### config.mk
export PLATFORM = sky130hd
export DESIGN_NAME = fsc_status_regs
export DESIGN_NICKNAME = d
export VERILOG_FILES = /design/src/verilog/fsc_crc32.v /design/src/verilog/fsc_erase_mem.v /design/src/verilog/fsc_status_regs.v
export VERILOG_INCLUDE_DIRS = /design/src /design/src/verilog
export SDC_FILE = /design/constraint.sdc
export NUM_CORES = 2
export LEC_CHECK = 0
export BUFFER_PORTS_ARGS = -buffer_cell sky130_fd_sc_hd__buf_2
export CAP_MARGIN = 25
export CORE_ASPECT_RATIO = 1.5
export CORE_UTILIZATION = 30
export CTS_BUF_LIST = sky130_fd_sc_hd__clkbuf_8 sky130_fd_sc_hd__clkbuf_16
export CTS_CLUSTER_DIAMETER = 150
export CTS_CLUSTER_SIZE = 14
export DETAILED_ROUTE_END_ITERATION = 16
export PLACE_DENSITY = 0.49
export SYNTH_ARGS = -nofsm -noshare
export SYNTH_HDL_FRONTEND = slang
export SYNTH_SLANG_ARGS = --single-unit
### constraint.sdc
create_clock -name core_clk -period 6.7 [get_ports core_clk]
set_input_delay 0.335 -clock core_clk [delete_from_list [all_inputs] [get_ports core_clk]]
set_output_delay 0.335 -clock core_clk [all_outputs]
set_load 0.05 [all_outputs]
### src/verilog/fsc_regs.vh
`ifndef FSC_REGS_VH
`define FSC_REGS_VH

// register byte offsets
`define FSC_OFF_RESET_EXT 8'h00
`define FSC_OFF_ERASE_CNT 8'h04
`define FSC_OFF_ARRAY_CRC 8'h08
`define FSC_OFF_LINK_CRC 8'h0c
`define FSC_OFF_SECTOR_SEL 8'h10
`define FSC_OFF_IRQ_STATUS 8'h14
`define FSC_OFF_IRQ_MASK 8'h18

// reset values
`define FSC_RST_RESET_EXT 16'hffff
`define FSC_RST_ARRAY_CRC 32'hffffffff
`define FSC_RST_LINK_CRC 32'h0fffffff
`define FSC_RST_CRC_SEED 32'hffffffff
`define FSC_RST_RESERVED 8'hff

// erase count register fields
`define FSC_ECNT_VAL_MSB 22
`define FSC_ECNT_FLAG_BIT 23
`define FSC_ECNT_RSV_LSB 24
`define FSC_ECNT_MAX 23'h7fffff

// sector memory geometry
`define FSC_SECTOR_AW 6
`define FSC_SECTOR_NUM 64

// interrupt status bit positions
`define FSC_IRQ_ERASE 0
`define FSC_IRQ_CORRUPT 1
`define FSC_IRQ_ARRAY 2
`define FSC_IRQ_LINK 3
`define FSC_IRQ_W 4

// axi responses
`define FSC_RESP_OKAY 2'b00
`define FSC_RESP_SLVERR 2'b10

`endif

### src/verilog/fsc_crc32.v
`timescale 1ns/1ps
`default_nettype none
`include "fsc_regs.vh"

// byte-serial crc engine, msb first
module fsc_crc32 #(
	parameter [31:0] POLY = 32'h04c11db7
) (
	input wire core_clk,
	input wire rst,
	input wire start,
	input wire [7:0] dataIn,
	input wire dataValid,
	output reg [31:0] crc_q
);

	reg [31:0] crc_d;
	reg [31:0] step;
	integer i;

	always @*
	begin
		step = crc_q;
		for (i = 7; i >= 0; i = i - 1)
		begin
			if (step[31] ^ dataIn[i])
			begin
				step = {step[30:0], 1'b0} ^ POLY;
			end
			else
			begin
				step = {step[30:0], 1'b0};
			end
		end
		if (start)
		begin
			crc_d = `FSC_RST_CRC_SEED;
		end
		else if (dataValid)
		begin
			crc_d = step;
		end
		else
		begin
			crc_d = crc_q;
		end
	end

	always @(posedge core_clk)
	begin
		if (rst)
		begin
			crc_q <= `FSC_RST_CRC_SEED;
		end
		else
		begin
			crc_q <= crc_d;
		end
	end

endmodule // fsc_crc32

`default_nettype wire

### src/verilog/fsc_erase_mem.v
`timescale 1ns/1ps
`default_nettype none

// per-sector erase record, registered read data
module fsc_erase_mem #(
	parameter DW = 24,
	parameter AW = 6
) (
	input wire core_clk,
	input wire wrEn,
	input wire [AW-1:0] wrAddr,
	input wire [DW-1:0] wrData,
	input wire [AW-1:0] rdAddr,
	output reg [DW-1:0] rdData_q
);

	reg [DW-1:0] mem [0:(1<<AW)-1];

	always @(posedge core_clk)
	begin
		if (wrEn)
		begin
			mem[wrAddr] <= wrData;
		end
		rdData_q <= mem[rdAddr];
	end

endmodule // fsc_erase_mem

`default_nettype wire

### src/verilog/fsc_status_regs.v
`timescale 1ns/1ps
`default_nettype none
`include "fsc_regs.vh"

module fsc_status_regs (
	input wire core_clk,
	input wire rst,
	input wire [7:0] s_axi_awaddr,
	input wire s_axi_awvalid,
	output reg s_axi_awready,
	input wire [31:0] s_axi_wdata,
	input wire [3:0] s_axi_wstrb,
	input wire s_axi_wvalid,
	output reg s_axi_wready,
	output reg [1:0] s_axi_bresp,
	output reg s_axi_bvalid,
	input wire s_axi_bready,
	input wire [7:0] s_axi_araddr,
	input wire s_axi_arvalid,
	output reg s_axi_arready,
	output reg [31:0] s_axi_rdata,
	output reg [1:0] s_axi_rresp,
	output reg s_axi_rvalid,
	input wire s_axi_rready,
	input wire eraseDone,
	input wire countCorrupt,
	input wire [5:0] opSector,
	input wire arrayCrcStart,
	input wire [7:0] arrayByte,
	input wire arrayByteValid,
	input wire arrayCrcDone,
	input wire linkCrcStart,
	input wire [7:0] linkByte,
	input wire linkByteValid,
	input wire linkCrcDone,
	output reg [15:0] resetExtCount_q,
	output reg eraseBusy_q,
	output reg irq_q
);

	localparam [2:0] ST_IDLE = 3'b001;
	localparam [2:0] ST_READ = 3'b010;
	localparam [2:0] ST_WRITE = 3'b100;

	reg [7:0] awAddr_q;
	reg awFull_q;
	reg [31:0] wData_q;
	reg [3:0] wStrb_q;
	reg wFull_q;
	wire doWrite;

	reg [`FSC_SECTOR_AW-1:0] sectorSel_q;
	reg [`FSC_IRQ_W-1:0] irqStatus_q;
	reg [`FSC_IRQ_W-1:0] irqMask_q;
	reg [31:0] arrayChecksum_q;
	reg [31:0] linkCheck_q;

	reg [2:0] state_q;
	reg [`FSC_SECTOR_AW-1:0] curSector_q;
	reg [`FSC_SECTOR_NUM-1:0] entryValid_q;
	reg rdValid_q;
	// erase (1) or corruption (0) update in flight; kept apart from the read decode hit
	reg isErase_q;
	reg memWe;
	reg [23:0] memWdata;
	wire [`FSC_SECTOR_AW-1:0] memRdAddr;
	wire [23:0] memRdData;
	wire [22:0] eraseCountVal;
	wire eraseCountFlag;
	wire [31:0] eraseCountReg;

	wire [31:0] arrayCrc;
	wire [31:0] linkCrc;
	reg [`FSC_IRQ_W-1:0] irqEvents;
	reg [31:0] rdValue;
	reg rdHit;

	// write channel capture, either order
	assign doWrite = awFull_q & wFull_q & ~s_axi_bvalid;

	always @(posedge core_clk)
	begin
		if (rst)
		begin
			s_axi_awready <= 1'b0;
			s_axi_wready <= 1'b0;
			awFull_q <= 1'b0;
			wFull_q <= 1'b0;
			awAddr_q <= 8'h00;
			wData_q <= 32'h00000000;
			wStrb_q <= 4'h0;
			s_axi_bvalid <= 1'b0;
			s_axi_bresp <= `FSC_RESP_OKAY;
		end
		else
		begin
			if (s_axi_awready & s_axi_awvalid)
			begin
				awAddr_q <= s_axi_awaddr;
				awFull_q <= 1'b1;
				s_axi_awready <= 1'b0;
			end
			else if (doWrite)
			begin
				awFull_q <= 1'b0;
			end
			else if (~awFull_q & ~s_axi_bvalid)
			begin
				s_axi_awready <= 1'b1;
			end
			if (s_axi_wready & s_axi_wvalid)
			begin
				wData_q <= s_axi_wdata;
				wStrb_q <= s_axi_wstrb;
				wFull_q <= 1'b1;
				s_axi_wready <= 1'b0;
			end
			else if (doWrite)
			begin
				wFull_q <= 1'b0;
			end
			else if (~wFull_q & ~s_axi_bvalid)
			begin
				s_axi_wready <= 1'b1;
			end
			if (doWrite)
			begin
				s_axi_bvalid <= 1'b1;
				if (awAddr_q <= `FSC_OFF_IRQ_MASK && awAddr_q[1:0] == 2'b00)
				begin
					s_axi_bresp <= `FSC_RESP_OKAY;
				end
				else
				begin
					s_axi_bresp <= `FSC_RESP_SLVERR;
				end
			end
			else if (s_axi_bvalid & s_axi_bready)
			begin
				s_axi_bvalid <= 1'b0;
			end
		end
	end

	// software-writable registers
	always @(posedge core_clk)
	begin
		if (rst)
		begin
			resetExtCount_q <= `FSC_RST_RESET_EXT;
			sectorSel_q <= {`FSC_SECTOR_AW{1'b0}};
			irqMask_q <= {`FSC_IRQ_W{1'b0}};
		end
		else if (doWrite)
		begin
			if (awAddr_q == `FSC_OFF_RESET_EXT)
			begin
				if (wStrb_q[0])
				begin
					resetExtCount_q[7:0] <= wData_q[7:0];
				end
				if (wStrb_q[1])
				begin
					resetExtCount_q[15:8] <= wData_q[15:8];
				end
			end
			else if (awAddr_q == `FSC_OFF_SECTOR_SEL)
			begin
				if (wStrb_q[0])
				begin
					sectorSel_q <= wData_q[`FSC_SECTOR_AW-1:0];
				end
			end
			else if (awAddr_q == `FSC_OFF_IRQ_MASK)
			begin
				if (wStrb_q[0])
				begin
					irqMask_q <= wData_q[`FSC_IRQ_W-1:0];
				end
			end
			// erase count, checksum and link registers take no write path
		end
	end

	// erase record sequencer: corrupt writes directly, erase does read-modify-write
	assign memRdAddr = (state_q == ST_READ) ? curSector_q : sectorSel_q;

	always @*
	begin
		memWe = 1'b0;
		memWdata = 24'h000000;
		if (state_q == ST_WRITE)
		begin
			memWe = 1'b1;
			if (eraseBusy_q & ~isErase_q)
			begin
				// corruption: count reset to zero, flag raised
				memWdata = {1'b1, 23'h000000};
			end
			else if (rdValid_q & (memRdData[22:0] != `FSC_ECNT_MAX))
			begin
				memWdata = {1'b0, memRdData[22:0] + 23'h000001};
			end
			else if (rdValid_q)
			begin
				memWdata = {1'b0, memRdData[22:0]};
			end
			else
			begin
				memWdata = {1'b0, 23'h000001};
			end
		end
	end

	always @(posedge core_clk)
	begin
		if (rst)
		begin
			state_q <= ST_IDLE;
			curSector_q <= {`FSC_SECTOR_AW{1'b0}};
			entryValid_q <= {`FSC_SECTOR_NUM{1'b0}};
			rdValid_q <= 1'b0;
			eraseBusy_q <= 1'b0;
			isErase_q <= 1'b0;
		end
		else
		begin
			rdValid_q <= entryValid_q[memRdAddr];
			case (state_q)
				ST_IDLE:
				begin
					if (countCorrupt)
					begin
						curSector_q <= opSector;
						isErase_q <= 1'b0;
						eraseBusy_q <= 1'b1;
						state_q <= ST_WRITE;
					end
					else if (eraseDone)
					begin
						curSector_q <= opSector;
						isErase_q <= 1'b1;
						eraseBusy_q <= 1'b1;
						state_q <= ST_READ;
					end
				end
				ST_READ:
				begin
					state_q <= ST_WRITE;
				end
				ST_WRITE:
				begin
					entryValid_q[curSector_q] <= 1'b1;
					eraseBusy_q <= 1'b0;
					state_q <= ST_IDLE;
				end
				default:
				begin
					state_q <= ST_IDLE;
				end
			endcase
		end
	end

	fsc_erase_mem #(
		.DW(24),
		.AW(`FSC_SECTOR_AW)
	) u_erase_mem (
		.core_clk(core_clk),
		.wrEn(memWe),
		.wrAddr(curSector_q),
		.wrData(memWdata),
		.rdAddr(memRdAddr),
		.rdData_q(memRdData)
	);

	// unwritten sectors read as zero count, flag clear
	assign eraseCountVal = rdValid_q ? memRdData[`FSC_ECNT_VAL_MSB:0] : 23'h000000;
	assign eraseCountFlag = rdValid_q & memRdData[`FSC_ECNT_FLAG_BIT];
	assign eraseCountReg = {`FSC_RST_RESERVED, eraseCountFlag, eraseCountVal};

	// checksum engines
	fsc_crc32 u_array_crc (
		.core_clk(core_clk),
		.rst(rst),
		.start(arrayCrcStart),
		.dataIn(arrayByte),
		.dataValid(arrayByteValid),
		.crc_q(arrayCrc)
	);

	fsc_crc32 u_link_crc (
		.core_clk(core_clk),
		.rst(rst),
		.start(linkCrcStart),
		.dataIn(linkByte),
		.dataValid(linkByteValid),
		.crc_q(linkCrc)
	);

	always @(posedge core_clk)
	begin
		if (rst)
		begin
			arrayChecksum_q <= `FSC_RST_ARRAY_CRC;
			linkCheck_q <= `FSC_RST_LINK_CRC;
		end
		else
		begin
			if (arrayCrcDone)
			begin
				arrayChecksum_q <= arrayCrc;
			end
			if (linkCrcDone)
			begin
				linkCheck_q <= linkCrc;
			end
		end
	end

	// sticky interrupt status, set wins over write-one-to-clear
	always @*
	begin
		irqEvents = {`FSC_IRQ_W{1'b0}};
		irqEvents[`FSC_IRQ_ERASE] = (state_q == ST_WRITE) & isErase_q;
		irqEvents[`FSC_IRQ_CORRUPT] = (state_q == ST_WRITE) & ~isErase_q;
		irqEvents[`FSC_IRQ_ARRAY] = arrayCrcDone;
		irqEvents[`FSC_IRQ_LINK] = linkCrcDone;
	end

	always @(posedge core_clk)
	begin
		if (rst)
		begin
			irqStatus_q <= {`FSC_IRQ_W{1'b0}};
			irq_q <= 1'b0;
		end
		else
		begin
			if (doWrite && awAddr_q == `FSC_OFF_IRQ_STATUS && wStrb_q[0])
			begin
				irqStatus_q <= (irqStatus_q & ~wData_q[`FSC_IRQ_W-1:0]) | irqEvents;
			end
			else
			begin
				irqStatus_q <= irqStatus_q | irqEvents;
			end
			irq_q <= |(irqStatus_q & irqMask_q);
		end
	end

	// read decode
	always @*
	begin
		rdValue = 32'h00000000;
		rdHit = 1'b1;
		if (s_axi_araddr == `FSC_OFF_RESET_EXT)
		begin
			rdValue = {16'h0000, resetExtCount_q};
		end
		else if (s_axi_araddr == `FSC_OFF_ERASE_CNT)
		begin
			rdValue = eraseCountReg;
		end
		else if (s_axi_araddr == `FSC_OFF_ARRAY_CRC)
		begin
			rdValue = arrayChecksum_q;
		end
		else if (s_axi_araddr == `FSC_OFF_LINK_CRC)
		begin
			rdValue = linkCheck_q;
		end
		else if (s_axi_araddr == `FSC_OFF_SECTOR_SEL)
		begin
			rdValue = {26'h0000000, sectorSel_q};
		end
		else if (s_axi_araddr == `FSC_OFF_IRQ_STATUS)
		begin
			rdValue = {28'h0000000, irqStatus_q};
		end
		else if (s_axi_araddr == `FSC_OFF_IRQ_MASK)
		begin
			rdValue = {28'h0000000, irqMask_q};
		end
		else
		begin
			rdHit = 1'b0;
		end
	end

	always @(posedge core_clk)
	begin
		if (rst)
		begin
			s_axi_arready <= 1'b0;
			s_axi_rvalid <= 1'b0;
			s_axi_rdata <= 32'h00000000;
			s_axi_rresp <= `FSC_RESP_OKAY;
		end
		else if (s_axi_arready & s_axi_arvalid)
		begin
			s_axi_arready <= 1'b0;
			s_axi_rvalid <= 1'b1;
			s_axi_rdata <= rdValue;
			s_axi_rresp <= rdHit ? `FSC_RESP_OKAY : `FSC_RESP_SLVERR;
		end
		else if (s_axi_rvalid & s_axi_rready)
		begin
			s_axi_rvalid <= 1'b0;
		end
		else if (~s_axi_rvalid)
		begin
			s_axi_arready <= 1'b1;
		end
	end

endmodule // fsc_status_regs

`default_nettype wire
==> metrics.md <==
| Metric | Value |
|---|---|
| Mean Syn Cell Area | 13.5 um^2 |
| Number of flops mapped to enable cells by yosys | 1,536 |
| Hold Fails Final Rpt | 0 |
| Hold crit path type | in2reg |
| Status | complete, no violations |
| CP endpoint kind | register |
| Die Ht | 607 um |
| Yosys top cell area share | 62.9% |
| Pre-antenna DRT Iters | 7 |
| Setup Crit Path Kind | reg2reg |
| Setup bufs post-CTS | 0 |
| Nets | 5,701 |
| VDD IR-drop max | 0.000179 V |
| Routed Antenna Nets | 0 |
| Crit path arrival time | 5.55 ns |
| Asr flop ratio synth | 0% |
| Drt wl/cell | 25.2 um |
| Gpl congestion | 0.839 |
| Core outline area | 242,000 um^2 |
| Worst skew pair latency | 0.83 ns |
| Power density over the cells | 262 nW/um^2 |
| Pin count of the biggest net entering global routing | 178 |
| Starting Density | 30.3% |
| Clk sinks | 1,862 |
| Crit path from | state_q[1]$_SDFFE_PP0P_ |
| Max-slew headroom | 24.9% |
| TritonCTS Buffers | 158 |
| Initial antenna violation count | 16 |
| YS warnings | 0 |
| DR vias | 44.9k |
| GRT Util Overall | 17.9% |
| Hpwl dp | 130 mm |
| Port bufs | 127 |
| Fillers | 23.7k |
| Min Tclk post-route | 4.84 ns |
| Hold Startpoint | s_axi_araddr[3] |
| Grt total ovfl | 0 |
| Number of global-route vias before repair | 44.3k |
| Biggest area consumer among synthesized cells | edfxtp_1 |
| Leak pwr | 27.9 nW |
| Worst-Margin Slew | 1.12 ns |
| DRC violations left | 0 |
| Maxcap violations | 0 |
| Layout cells sized above 1 | 10.7% |
| CP required | 7.41 ns |
| Tcrit/Tclk final | 72.2% |
| Top post-synthesis cells by count | edfxtp_1, nand2_1, mux2i_1 |
| Cells after synthesis | 5,450 |
| First-pass GRT wire length | 319 mm |
| Dominant synthesized flop cell | edfxtp_1 |
| Worst Setup Start Kind | register |
| H-tree Lvls | 4 |
| Worst Skew | 0.0596 ns |
| Site row count | 221 |
| Ports | 148 |
| Fin. max-slew vios | 0 |
| Worst R2R Start | state_q[1]$_SDFFE_PP0P_ |
| RSZ-0062 raised after global routing | no |
| Die Width | 406 um |
| Top post-synthesis cells by area | edfxtp_1, dfxtp_1, mux2i_1 |
| TritonCTS clock tree | yes |
| Worst-path fanout max | 100 |
| Unique masters post-synth | 64 |
| CTS clk-pin slew, worst paths | 0.07 ns |
| Endpoints failing setup | 0 |
| Drt via density | 5.02 |
| Root buffer cell | clkbuf_16 |
| Most common cell in the netlist | edfxtp_1 |
| Fin Setup TNS | 0 ns |
| End-of-flow core utilization | 34.4% |
| Iter 0 DRT Violations | 3,849 |
| #FFs+latches synth | 1,862 |
| Clock buffer depth | 4 |
| DRT Wirelength | 225 mm |
| FMAX | 207 MHz |
| Netlist Area Pre-Place | 73,300 um^2 |
| Post-synthesis sequential area ratio | 71.8% |
| Post-CTS sizing | 0 |
| Die area | 246,000 um^2 |
| Area grow syn2layout | 13.7% |
[repair_timing]
item	4_1_cts	5_1_grt
hold buffers	52	0
setup endpoints to repair	0	0
endpoints found under the hold margin	108	0
[area by class of cell]
class	count	area (um^2)	area share (%)
diodes	41	103	0.123
flip-flops and latches	1862	52700	63.2
clock inverters	63	269	0.323
repair buffers	343	2610	3.13
multi-input cells	3236	19600	23.5
inverters	10	37.5	0.0450
clock buffers	160	4000	4.80
well taps	3233	4050	4.85
[cells in the final DEF (no fill, tap or decap), types with 41 or more instances in the layout]
cell type | synthesis | final
a211o_1 | 68 | 68
a21oi_1 | 103 | 95
a31oi_1 | 52 | 51
buf_2 | 124 | 129
buf_4 | 22 | 144
clkbuf_16 | 0 | 160
dfxtp_1 | 326 | 326
diode_2 | 0 | 41
dlygate4sd3_1 | 0 | 52
edfxtp_1 | 1536 | 1536
inv_1 | 10 | 68
mux2i_1 | 422 | 419
nand2_1 | 1010 | 1006
nand3_1 | 324 | 323
nand4_1 | 78 | 78
nor2_1 | 236 | 155
nor2_2 | 0 | 47
nor2b_1 | 76 | 76
o21ai_0 | 210 | 207
o22ai_1 | 216 | 216
xnor2_1 | 104 | 104
xor2_1 | 50 | 50
[through the flow]
step | setup slack (ns) | cell area, um^2 | hold slack [ns] | cells | total power [mW]
floorplan | 2.04 | 73300 | 0.411 | 5451 | 13.5
global placement | 2.00 | 78300 | 0.431 | 8621 | 13.7
detailed placement | 1.99 | 78300 | 0.439 | 8626 | 13.7
CTS | 1.98 | 83100 | 0.0191 | 8901 | 22.0
global route | 1.92 | 83300 | 0.0705 | 8945 | 22.5
finish | 1.86 | 83300 | 0.0748 | 8948 | 21.8
[routing by layer]
| metal | vias to the layer above | track usage [%] | part of all wire, % |
|---|---|---|---|
| met5 | - | 0 | 0 |
| met4 | 0 | 8.31 | 4.5 |
| met3 | 311 | 1.83 | 4.3 |
| met2 | 1238 | 32.5 | 52 |
| met1 | 22800 | 20.8 | 39 |
| li1 | 20500 | - | - |
[final timing paths]
check        cells after the start                                to  slack, ns
max                              8  u_erase_mem.rdData_q[11]$_DFF_P_       1.86
min                              3      s_axi_rdata[26]$_SDFFE_PP0P_       0.07
max reg2reg                      8  u_erase_mem.rdData_q[11]$_DFF_P_       1.86
min reg2reg                      2       s_axi_rdata[6]$_SDFFE_PP0P_       0.45
[registers in the layout (all words and copies together) (netlist names), 2 cells and up]
name and count:
wData_q 16, u_link_crc.crc_q 32, u_erase_mem.rdData_q 24, arrayChecksum_q 32
irqMask_q 4, u_erase_mem.mem 1536, s_axi_rdata 32, sectorSel_q 6
resetExtCount_q 16, curSector_q 6, irqStatus_q 4, u_array_crc.crc_q 32
wStrb_q 2, state_q 3, linkCheck_q 32, awAddr_q 8
entryValid_q 64
[cells by family (layout without fill, tap and decap cells)]
| family | count (synthesis) | count (layout) | share of synthesized area (%) |
|---|---|---|---|
| adders and majority gates | 1 | 1 | 0.0171 |
| DFF | 1862 | 1862 | 71.8 |
| and+or+nand+nor | 1832 | 1832 | 10.9 |
| AOI/OAI and AO/OA | 823 | 823 | 7.28 |
| other | 1 | 43 | 0.00512 |
| buffers and inverters | 353 | 576 | 2.28 |
| xor gates and xnor gates | 156 | 156 | 1.90 |
| muxes | 422 | 422 | 5.76 |
[worst max-delay path, cell delays in order (launching register included)]
cell and delay (ns):
dfxtp_1 0.42, or3b_1 0.63, a21oi_4 0.57, buf_12 0.55, mux2i_1 0.29, o22ai_1 0.12, o21ai_0 0.88, nand4_1 0.51
or4_1 0.52
[where the power goes]
group	switching, mW	internal (mW)
logic	0.544	0.401
registers	0.115	12.4
clock network	4.05	4.27
total	4.71	17.1
Power figures use the tool's default switching activity.
